## src/rtl/tap_pkg.sv

```systemverilog
// Constants for the memory test access port.
package tap_pkg;

  // ----------------------------------------
  // Register widths
  // ----------------------------------------
  localparam int IR_W = 3;
  localparam int ID_W = 32;
  localparam int BSR_W = 107;
  localparam int DQ_W = 8;

  // ----------------------------------------
  // Instruction codes
  // ----------------------------------------
  localparam logic [2:0] INS_EXTEST = 3'h0;
  localparam logic [2:0] INS_IDCODE = 3'h1;
  localparam logic [2:0] INS_SAMPLE_Z = 3'h2;
  localparam logic [2:0] INS_SAMPLE_PRELOAD = 3'h4;
  localparam logic [2:0] INS_BYPASS = 3'h7;

  // Fixed capture pattern of the instruction register (low two bits 01).
  localparam logic [2:0] IR_CAPTURE = 3'h1;

  // ----------------------------------------
  // Identification fields (values are arbitrary)
  // ----------------------------------------
  localparam logic [3:0] ID_REV = 4'h0;
  localparam logic [15:0] ID_PART = 16'h0abc;
  localparam logic [10:0] ID_MAKER = 11'h05a;
  localparam logic [31:0] ID_VALUE = {ID_REV, ID_PART, ID_MAKER, 1'b1};

  // ----------------------------------------
  // Controller states
  // ----------------------------------------
  typedef enum logic [3:0] {
    ST_RESET, ST_IDLE, ST_SEL_DR, ST_CAP_DR, ST_SH_DR, ST_EX1_DR, ST_PA_DR,
    ST_EX2_DR, ST_UPD_DR, ST_SEL_IR, ST_CAP_IR, ST_SH_IR, ST_EX1_IR, ST_PA_IR,
    ST_EX2_IR, ST_UPD_IR
  } tap_state_t;

endpackage

```

## src/rtl/sram_tap.sv

```systemverilog
// Test access port of the memory chip, oversampling the test clock.
// Function
// Sample inputs on rise, launch outputs on fall; ring_out, extest_drive and dq_float change after the rise
// Serial out shows selected register, falling-edge updates
// Mode select alone steers the controller
// Selected register from state and instruction
// No separate test reset pin exists
// Five high mode-select edges reach reset
// Power-up reset forces controller reset
// Only a restricted instruction subset exists
// Reset loads identification instruction
// 32-bit identification captured, then shifted
// Bypass is one single-bit stage
// Float-and-sample floats data pins, boundary shifts
// Standard sixteen-state controller sequence
`timescale 1ns/1ns
`default_nettype none

module sram_tap
  import tap_pkg::*;
(
  input wire logic clk,
  input wire logic resetn,
  input wire logic tck,
  input wire logic tms,
  input wire logic tdi,
  output logic tdo,
  output logic tdo_oe,
  input wire logic [BSR_W-1:0] ring_in,
  output logic [BSR_W-1:0] ring_out,
  output logic extest_drive,
  output logic dq_float
);

  // ----------------------------------------
  // Pin synchronisers and edge detection
  // ----------------------------------------
  // The test clock runs far slower than clk, so it is treated as a plain
  // input; a third stage gives a clean edge detector after the pair.
  logic [1:0] tck_s_ff, tms_s_ff, tdi_s_ff;
  logic tck_d_ff;
  // The memory ring levels come from another clock as well and pass the same pair.
  logic [BSR_W-1:0] ring_s1_ff, ring_s2_ff;

  always_ff @(posedge clk)
  begin
    tck_s_ff <= {tck_s_ff[0], tck};
    tms_s_ff <= {tms_s_ff[0], tms};
    tdi_s_ff <= {tdi_s_ff[0], tdi};
    tck_d_ff <= tck_s_ff[1];
    ring_s1_ff <= ring_in;
    ring_s2_ff <= ring_s1_ff;
  end

  wire rise = tck_s_ff[1] & ~tck_d_ff;
  wire fall = ~tck_s_ff[1] & tck_d_ff;
  wire tms_v = tms_s_ff[1];
  wire tdi_v = tdi_s_ff[1];

  // ----------------------------------------
  // Controller
  // ----------------------------------------
  tap_state_t state_ff, nxt_state;

  always_comb
  begin
    case (state_ff)
      ST_RESET: nxt_state = tms_v ? ST_RESET : ST_IDLE;
      ST_IDLE: nxt_state = tms_v ? ST_SEL_DR : ST_IDLE;
      ST_SEL_DR: nxt_state = tms_v ? ST_SEL_IR : ST_CAP_DR;
      ST_CAP_DR: nxt_state = tms_v ? ST_EX1_DR : ST_SH_DR;
      ST_SH_DR: nxt_state = tms_v ? ST_EX1_DR : ST_SH_DR;
      ST_EX1_DR: nxt_state = tms_v ? ST_UPD_DR : ST_PA_DR;
      ST_PA_DR: nxt_state = tms_v ? ST_EX2_DR : ST_PA_DR;
      ST_EX2_DR: nxt_state = tms_v ? ST_UPD_DR : ST_SH_DR;
      ST_UPD_DR: nxt_state = tms_v ? ST_SEL_DR : ST_IDLE;
      ST_SEL_IR: nxt_state = tms_v ? ST_RESET : ST_CAP_IR;
      ST_CAP_IR: nxt_state = tms_v ? ST_EX1_IR : ST_SH_IR;
      ST_SH_IR: nxt_state = tms_v ? ST_EX1_IR : ST_SH_IR;
      ST_EX1_IR: nxt_state = tms_v ? ST_UPD_IR : ST_PA_IR;
      ST_PA_IR: nxt_state = tms_v ? ST_EX2_IR : ST_PA_IR;
      ST_EX2_IR: nxt_state = tms_v ? ST_UPD_IR : ST_SH_IR;
      ST_UPD_IR: nxt_state = tms_v ? ST_SEL_DR : ST_IDLE;
      default: nxt_state = ST_RESET;
    endcase
  end

  // Power-up reset comes through resetn; there is no test reset pin.
  always_ff @(posedge clk)
  begin
    if (!resetn)
      state_ff <= ST_RESET;
    else if (rise)
      state_ff <= nxt_state;
  end

  // ----------------------------------------
  // Instruction register
  // ----------------------------------------
  logic [IR_W-1:0] ir_sh_ff, ir_ff;

  always_ff @(posedge clk)
  begin
    if (!resetn)
      ir_ff <= INS_IDCODE;
    // Loading on the edge that enters reset keeps the pin controls moving only
    // after a rising test-clock edge, like every other instruction change.
    else if (state_ff == ST_RESET || (rise && nxt_state == ST_RESET))
      ir_ff <= INS_IDCODE;
    else if (rise && state_ff == ST_UPD_IR)
      ir_ff <= ir_sh_ff;
  end

  always_ff @(posedge clk)
  begin
    if (!resetn)
      ir_sh_ff <= IR_CAPTURE;
    else if (rise && state_ff == ST_CAP_IR)
      ir_sh_ff <= IR_CAPTURE;
    else if (rise && state_ff == ST_SH_IR)
      ir_sh_ff <= {tdi_v, ir_sh_ff[IR_W-1:1]};
  end

  // ----------------------------------------
  // Instruction decode
  // ----------------------------------------
  // Reserved codes act as bypass, so only the small set is live.
  wire sel_id = (ir_ff == INS_IDCODE);
  wire sel_bsr = (ir_ff == INS_EXTEST) || (ir_ff == INS_SAMPLE_Z) ||
    (ir_ff == INS_SAMPLE_PRELOAD);
  wire sel_byp = !sel_id && !sel_bsr;

  // ----------------------------------------
  // Data registers
  // ----------------------------------------
  logic [ID_W-1:0] id_ff;
  logic byp_ff;
  logic [BSR_W-1:0] bsr_ff;
  logic [BSR_W-1:0] upd_ff;
  wire cap_dr = rise && state_ff == ST_CAP_DR;
  wire sh_dr = rise && state_ff == ST_SH_DR;

  always_ff @(posedge clk)
  begin
    if (!resetn)
      id_ff <= ID_VALUE;
    else if (cap_dr && sel_id)
      id_ff <= ID_VALUE;
    else if (sh_dr && sel_id)
      id_ff <= {tdi_v, id_ff[ID_W-1:1]};
  end

  always_ff @(posedge clk)
  begin
    if (!resetn)
      byp_ff <= 1'b0;
    else if (cap_dr && sel_byp)
      byp_ff <= 1'b0;
    else if (sh_dr && sel_byp)
      byp_ff <= tdi_v;
  end

  // Ring levels are synchronised first; results are still only repeatable
  // if the memory pins are held still around the capture.
  always_ff @(posedge clk)
  begin
    if (!resetn)
      bsr_ff <= '0;
    else if (cap_dr && sel_bsr)
      bsr_ff <= ring_s2_ff;
    else if (sh_dr && sel_bsr)
      bsr_ff <= {tdi_v, bsr_ff[BSR_W-1:1]};
  end

  always_ff @(posedge clk)
  begin
    if (!resetn)
      upd_ff <= '0;
    else if (rise && state_ff == ST_UPD_DR && sel_bsr)
      upd_ff <= bsr_ff;
  end

  // ----------------------------------------
  // Serial output, launched on the falling edge
  // ----------------------------------------
  wire in_sh_dr = (state_ff == ST_SH_DR);
  wire in_sh_ir = (state_ff == ST_SH_IR);
  wire dr_bit = sel_id ? id_ff[0] : (sel_bsr ? bsr_ff[0] : byp_ff);
  wire nxt_tdo = in_sh_ir ? ir_sh_ff[0] : dr_bit;

  always_ff @(posedge clk)
  begin
    if (!resetn)
    begin
      tdo <= 1'b0;
      tdo_oe <= 1'b0;
    end
    else if (fall)
    begin
      tdo <= nxt_tdo;
      tdo_oe <= in_sh_dr || in_sh_ir;
    end
  end

  // ----------------------------------------
  // Pin control outputs
  // ----------------------------------------
  always_ff @(posedge clk)
  begin
    if (!resetn)
    begin
      ring_out <= '0;
      extest_drive <= 1'b0;
      dq_float <= 1'b0;
    end
    else
    begin
      ring_out <= upd_ff;
      extest_drive <= (ir_ff == INS_EXTEST);
      dq_float <= (ir_ff == INS_SAMPLE_Z);
    end
  end

endmodule
`default_nettype wire

```

## config.mk

```make
export PLATFORM = sky130hd
export DESIGN_NAME = sram_tap
export DESIGN_NICKNAME = d
export VERILOG_FILES = /design/src/rtl/tap_pkg.sv /design/src/rtl/sram_tap.sv
export SDC_FILE = /design/constraint.sdc
export NUM_CORES = 1
export LEC_CHECK = 0
export ABC_AREA = 1
export BUFFER_PORTS_ARGS = -buffer_cell sky130_fd_sc_hd__buf_2
export CAP_MARGIN = 20
export CORE_MARGIN = 2
export CORE_UTILIZATION = 40
export CTS_CLUSTER_DIAMETER = 80
export DETAILED_ROUTE_END_ITERATION = 8
export PLACE_DENSITY_LB_ADDON = 0.12
export SLEW_MARGIN = 10
export SYNTH_ARGS = -nofsm -noshare
export SYNTH_HDL_FRONTEND = slang
export SYNTH_SLANG_ARGS = --single-unit
```

## constraint.sdc

```tcl
create_clock -name clk -period 2.15 [get_ports clk]
set_clock_uncertainty 0.2 [all_clocks]
set_input_delay 0 -clock clk [delete_from_list [all_inputs] [get_ports clk]]
set_output_delay 0 -clock clk [all_outputs]
set_load 0.005 [all_outputs]
```

=== Yosys cells after proc, flatten, opt, wreduce, memory -nomap -nowiden ===
Cells that the tools add are included.
Widths: inputs -> output; s select.

* Equality and inequality tests: 18
* Mux-type cells: 18
* Bitwise logic cells: 5
* Reductions and logical operators: 32

{| class="wikitable"
|+ Operator list
! cell !! number
|-
| $mux 107 || 2
|-
| $pmux 4 s12 || 1
|-
| $eq 4x4->1 const B || 8
|-
| $eq 4x3->1 const B || 4
|-
| $mux 4 || 4
|-
| $logic_and 1x1->1 || 15
|-
| $reduce_or 2->1 || 6
|-
| $eq 4x2->1 const B || 2
|-
| $logic_not 4->1 || 2
|-
| $mux 1 || 6
|-
| $mux 2 || 3
|-
| $mux 3 || 2
|-
| $eq 4x1->1 const B || 1
|-
| $logic_or 1x1->1 || 4
|-
| $eq 3x1->1 const B || 1
|-
| $eq 3x2->1 const B || 1
|-
| $eq 3x3->1 const B || 1
|-
| $logic_not 3->1 || 1
|-
| $not 1->1 || 3
|-
| $reduce_or 3->1 || 1
|-
| $and 1x1->1 || 2
|-
| $logic_not 1->1 || 2
|-
| $reduce_bool 2->1 || 1
|}

* Register bits after elaboration: 589
* Output and inout port bits: 111
* Word-level logic and storage cells: 91

=== Longest topological paths before layout ===
* Depth in word-level cells: 7
* Mapped depth: 11
* Depth with buffers taken out: 10

=== Worst setup path before layout ===
Ideal clock, no wire load.

* Kind: reg-to-reg
* Start: register tck_s_ff[1]
* End: register upd_ff[100]
* Setup time: 0.116 ns
* Arrival time: 1.375 ns
* Data required time: 1.834 ns
* Setup slack: 0.459 ns
* Cell stages (with the launch flop): 10
* Buffers on the path: 2
* Cells stage by stage: dfxtp_1 -> inv_1 -> nor2_4 -> inv_1 -> nor2_2 -> nand2_4 -> buf_6 -> clkbuf_1 -> o21ai_0 -> nor2_1

* Longest elaborated chain between the ends: 3

{| class="wikitable"
|+ RTL lines
! what !! RTL line !! source
|-
| start, declared || sram_tap.sv:40 || <nowiki>logic [1:0] tck_s_ff, tms_s_ff, tdi_s_ff;</nowiki>
|-
| start signal, assigned || sram_tap.sv:47 || <nowiki>tck_s_ff <= {tck_s_ff[0], tck};</nowiki>
|-
| $and 1x1->1 || sram_tap.sv:55 || <nowiki>wire rise = tck_s_ff[1] & ~tck_d_ff;</nowiki>
|-
| $logic_and 1x1->1 (2 in series) || sram_tap.sv:179 || <nowiki>else if (rise && state_ff == ST_UPD_DR && sel_bsr)</nowiki>
|-
| end signal, assigned || sram_tap.sv:180 || <nowiki>upd_ff <= bsr_ff;</nowiki>
|-
| end, declared || sram_tap.sv:139 || <nowiki>logic [BSR_W-1:0] upd_ff;</nowiki>
|}

No other way between the ends.
A chain may end at the register's enable or synchronous reset.

=== Final worst setup path ===
* Start: register state_ff[2]
* End: register bsr_ff[90]

* Longest elaborated chain between the ends: 4
* Elaborated cells between the ends (all ways): 8
* Those cells by class: 2 x eq/ne; 1 x mux; 5 x reduce/logical

{| class="wikitable"
|+ RTL lines
! what !! RTL line !! source
|-
| start, declared || sram_tap.sv:63 || <nowiki>tap_state_t state_ff, nxt_state;</nowiki>
|-
| start signal, assigned || sram_tap.sv:94 || <nowiki>state_ff <= nxt_state;</nowiki>
|-
| $eq 4x2->1 or $eq 4x3->1 (tied branches) || sram_tap.sv:140, sram_tap.sv:141 ||
|-
| $logic_and 1x1->1, on equally long branches || sram_tap.sv:140, sram_tap.sv:141 ||
|-
| $logic_and 1x1->1, on equally long branches || sram_tap.sv:169, sram_tap.sv:171 ||
|-
| $mux 107 or $reduce_bool 2->1 (tied branches) || n/a ||
|-
| end signal, assigned || sram_tap.sv:170 || <nowiki>bsr_ff <= ring_s2_ff;</nowiki>
|-
| end signal, assigned || sram_tap.sv:172 || <nowiki>bsr_ff <= {tdi_v, bsr_ff[BSR_W-1:1]};</nowiki>
|-
| end, declared || sram_tap.sv:138 || <nowiki>logic [BSR_W-1:0] bsr_ff;</nowiki>
|}

Parallel ways exist; a longest one is shown, timed or not.

==> flow_summary.json <==
{
  "run_status": "finished, final reports clean",
  "worst_ir_drop_vdd_mv": 0.543,
  "num-fill-cells": 3879,
  "fmaxAchievable_ghz": 0.492,
  "worst_hold_path.num_cells": 4,
  "post-layout-total-power_uw": 22200,
  "critical_path_data_required_time_ns": 2.48,
  "yosys.area.top_type_share_pct": 67.7,
  "die_y_um": 213,
  "synth-simple-area-share_pct": 11.0,
  "layout.cells.non_filler": 2864,
  "remaining_drc_errors": 0,
  "ys_top_cells_by_count": "dfxtp_1 (589), nor2_1 (231), nand2_1 (214)",
  "syn_to_final_growth_pct": 34.3,
  "synth_ff_type": "dfxtp_1",
  "synth-warning-count": 0,
  "cts_buffer_depth": 3,
  "clk-insertion-delay-late_ns": 0.62,
  "power.density_cell_area_nw_per_um2": 951,
  "report.final.setup_viol": 0,
  "power_frac_clock_pct": 46.2,
  "reg2regPathDepth": 8,
  "postSynthNetCount": 1920,
  "min_path_type": "in -> reg",
  "critical_path.startpoint_type": "flip-flop",
  "design.portCount": 223,
  "grt_pass1_wl_um": 63700,
  "switching_part_of_the_total_power_pct": 20.6,
  "post_synth_mux_area_share_pct": 0.0646,
  "cpPeakStageDelay_ns": 0.39,
  "final-hold-violation-count": 0,
  "timing.critical_path.slowest_stage_cell": "dfxtp_1",
  "grt_overflow": 0,
  "maxCapViolCount": 0,
  "timing.critical_path.arrival_ns": 2.37,
  "placeableCoreArea_sq_um": 43100,
  "multiInputGateArea_sq_um": 4510,
  "cts.root.buffer_cell": "clkbuf_16",
  "synth.ff_latch_count": 589,
  "worst-path-stages": 8,
  "die_width_um": 213,
  "relSlewSlack_pct": 67.2,
  "tritoncts_clock_tree": "done",
  "timing_worst_slew_pin_value_ns": 0.492,
  "grt_max_degree": 120,
  "dpl.cell_count": 2526,
  "drt-initial-drc-count": 784,
  "timing_max_transition_violations_final": 0,
  "synth.most_common_cell": "dfxtp_1",
  "synthDistinctLibCells": 28,
  "synth_seq_area_share_pct": 67.7,
  "portBuffers": 222,
  "synth_area_in_xor_xnor_pct": 0,
  "total_clock_buffers_created_by_cts": 59,
  "design_area_sq_um": 23400,
  "postSynth.asyncResetShare_pct": 0,
  "power.share.sequential_pct": 50.5,
  "design.final.nets": 2341,
  "syn_avg_cell_area_sq_um": 9.64,
  "post_synthesis_instance_area_sq_um": 17400,
  "share_comb_of_total_power_pct": 3.3,
  "fp-row-count": 76,
  "wl_final_um": 40300,
  "post-route-period-util_pct": 94.4,
  "period_minus_slack_ns": 2.03,
  "post_synth_fa_ha_maj_area_fraction_pct": 0,
  "synthesized_area_fraction_occupied_by_ao_oa_aoi_and_oai_cells_pct": 14.8,
  "yosys.area.top_type": "dfxtp_1",
  "start_util_pct": 40.5,
  "critical_path.endpoint_type": "flip-flop",
  "cts.reportedPaths.clkPinSlew_ns": 0.06,
  "sequential_cell_area_sq_um": 11800,
  "timing.critical_path.max_delay_family": "buffers and inverters",
  "drt_pass1_iterations": 5,
  "setup-tns-final_ns": 0,
  "number_of_enable_flip_flop_cells_after_synthesis": 0,
  "htreeDepth": 2,
  "postLayoutCoreUtil_pct": 54.3,
  "power.net_switching_uw": 4570,
  "layout-drive-gt1-share_pct": 16.6,
  "grt_pass1_vias": 12606,
  "critical_path.max_fanout": 32,
  "postSynthCellCount": 1808,
  "final_antenna_net_count": 0,
  "detailroute.via_count": 13188,
  "place_congestion": 0.837,
  "grtUsageTotal_pct": 17.4,
  "dominant_combinational_cell_family_by_area_after_synthesis": "compound AO/OA/AOI/OAI gates",
  "path_buf_inv": 3,
  "cp_cell_sequence": "nor2_4, buf_4, nand3_2, nor2_4, buf_12, buf_12, o22ai_1, a21oi_1",
  "antenna_violations_before_repair": 1,
  "unrepaired_setup_endpoints_after_global_routing": "false",
  "area_of_the_die_sq_um": 45300,
  "placed_area_sq_um": 19100,
  "setup.reg_to_reg.worst_slack_ns": 0.12,
  "power_report.internal_total_uw": 17700,
  "detailed_place_hpwl_um": 23400,
  "cts_sinks": 589,
  "power_leakage_uw": 0.0105,
  "timing_worst_setup_path_type": "reg -> reg",
  "wl_per_cell_um": 14.1,
  "synth_top_cells_by_area": "dfxtp_1 (68%), nor2_1 (5.0%), o21ai_0 (4.9%)",
  "drt-vias-per-instance": 4.60
}
-- state kept, by name (all words and copies together), names as in the netlist --
signal,cells
ir_sh_ff,3
dq_float,1
tdo_oe,1
tck_s_ff,2
upd_ff,107
extest_drive,1
ring_s2_ff,107
ir_ff,3
tdi_s_ff,2
tms_s_ff,2
state_ff,4
tck_d_ff,1
bsr_ff,107
tdo,1
ring_s1_ff,107
id_ff,32
ring_out,107
byp_ff,1
-- cells by family after synthesis --
group / Yosys count
buf+inv: 256
compound gates: 481
simple gates: 481
mux: 1
flops: 589
-- final timing paths --
kind / startpoint / to
worst max-delay path: state_ff[2] / bsr_ff[90]
worst min-delay path: resetn / ring_out[0]
worst max register to register: state_ff[2] / bsr_ff[90]
worst min register to register: ring_s1_ff[82] / ring_s2_ff[82]
-- worst register-to-register path: stages (launching register included) --
cell and delay [ns]:
dfxtp_1 0.39, nor2_4 0.22, buf_4 0.17, nand3_2 0.13, nor2_4 0.13, buf_12 0.22, buf_12 0.25, o22ai_1 0.11
a21oi_1 0.14
-- layer usage --
metal / GRT usage (%) / vias to the layer above / share of wire (%)
met5: 0 / - / 0
li1: - / 6740 / -
met1: 23.7 / 6100 / 47
met3: 3.32 / 71 / 4.4
met2: 27.8 / 277 / 46
met4: 5.98 / 0 / 2.4
-- power by group through the flow --
stage / Combinational (uW) / Sequential, uW / Clock, uW
after floorplan: 234 / 11400 / 0
after global placement: 407 / 11500 / 0
after detailed placement: 409 / 11500 / 0
after CTS: 713 / 11200 / 10600
after global routing: 809 / 11300 / 11000
final: 732 / 11200 / 10300
-- per-stage QoR --
| step | hold WS [ns] | worst slack [ns] |
|---|---|---|
| after detailed placement | -0.0964 | 0.0557 |
| after global routing | 0.128 | 0.00441 |
| final | 0.118 | 0.119 |
| after global placement | -0.0971 | 0.147 |
| after floorplan | -0.172 | 0.459 |
| after CTS | 0.0770 | 0.0612 |
-- timing repair --
action | in CTS | in global routing
hold buffers | 221 | 0
setup endpoints to repair | 0 | 113
setup buffers | 0 | 4
resized for setup | 0 | 9
endpoints found under the hold margin | 478 | 0
-- placed cells by master, fill, tap and decap left out, types with 3 or more instances in the layout --
cell           instances
buf_4                 15
o22ai_1              107
clkbuf_16             61
nand2_1              214
clkbuf_1              16
o21ai_0              169
inv_2                  3
buf_2                221
inv_1                136
nor2_1               231
o21ai_1               59
buf_12                12
clkbuf_8              17
a21oi_1              133
buf_16                 3
dfxtp_1              586
nand3_1               20
clkinv_2              11
dfxtp_2                3
a21oi_2                8
nor2_4                 6
bufinv_16              4
dlygate4sd3_1        221
-- layout make-up --
cell class                 instances  share of cell area, %
sequential                       589                   50.4
timing repair buffer             475                   16.3
multi-input combinational        963                   19.3
inverter                         141                   2.33
clock buffer                      91                   7.51
clock inverter                    19                   1.02
tap                              585                   3.13
antenna                            1                 0.0107
(Power assumes the default switching activity.)
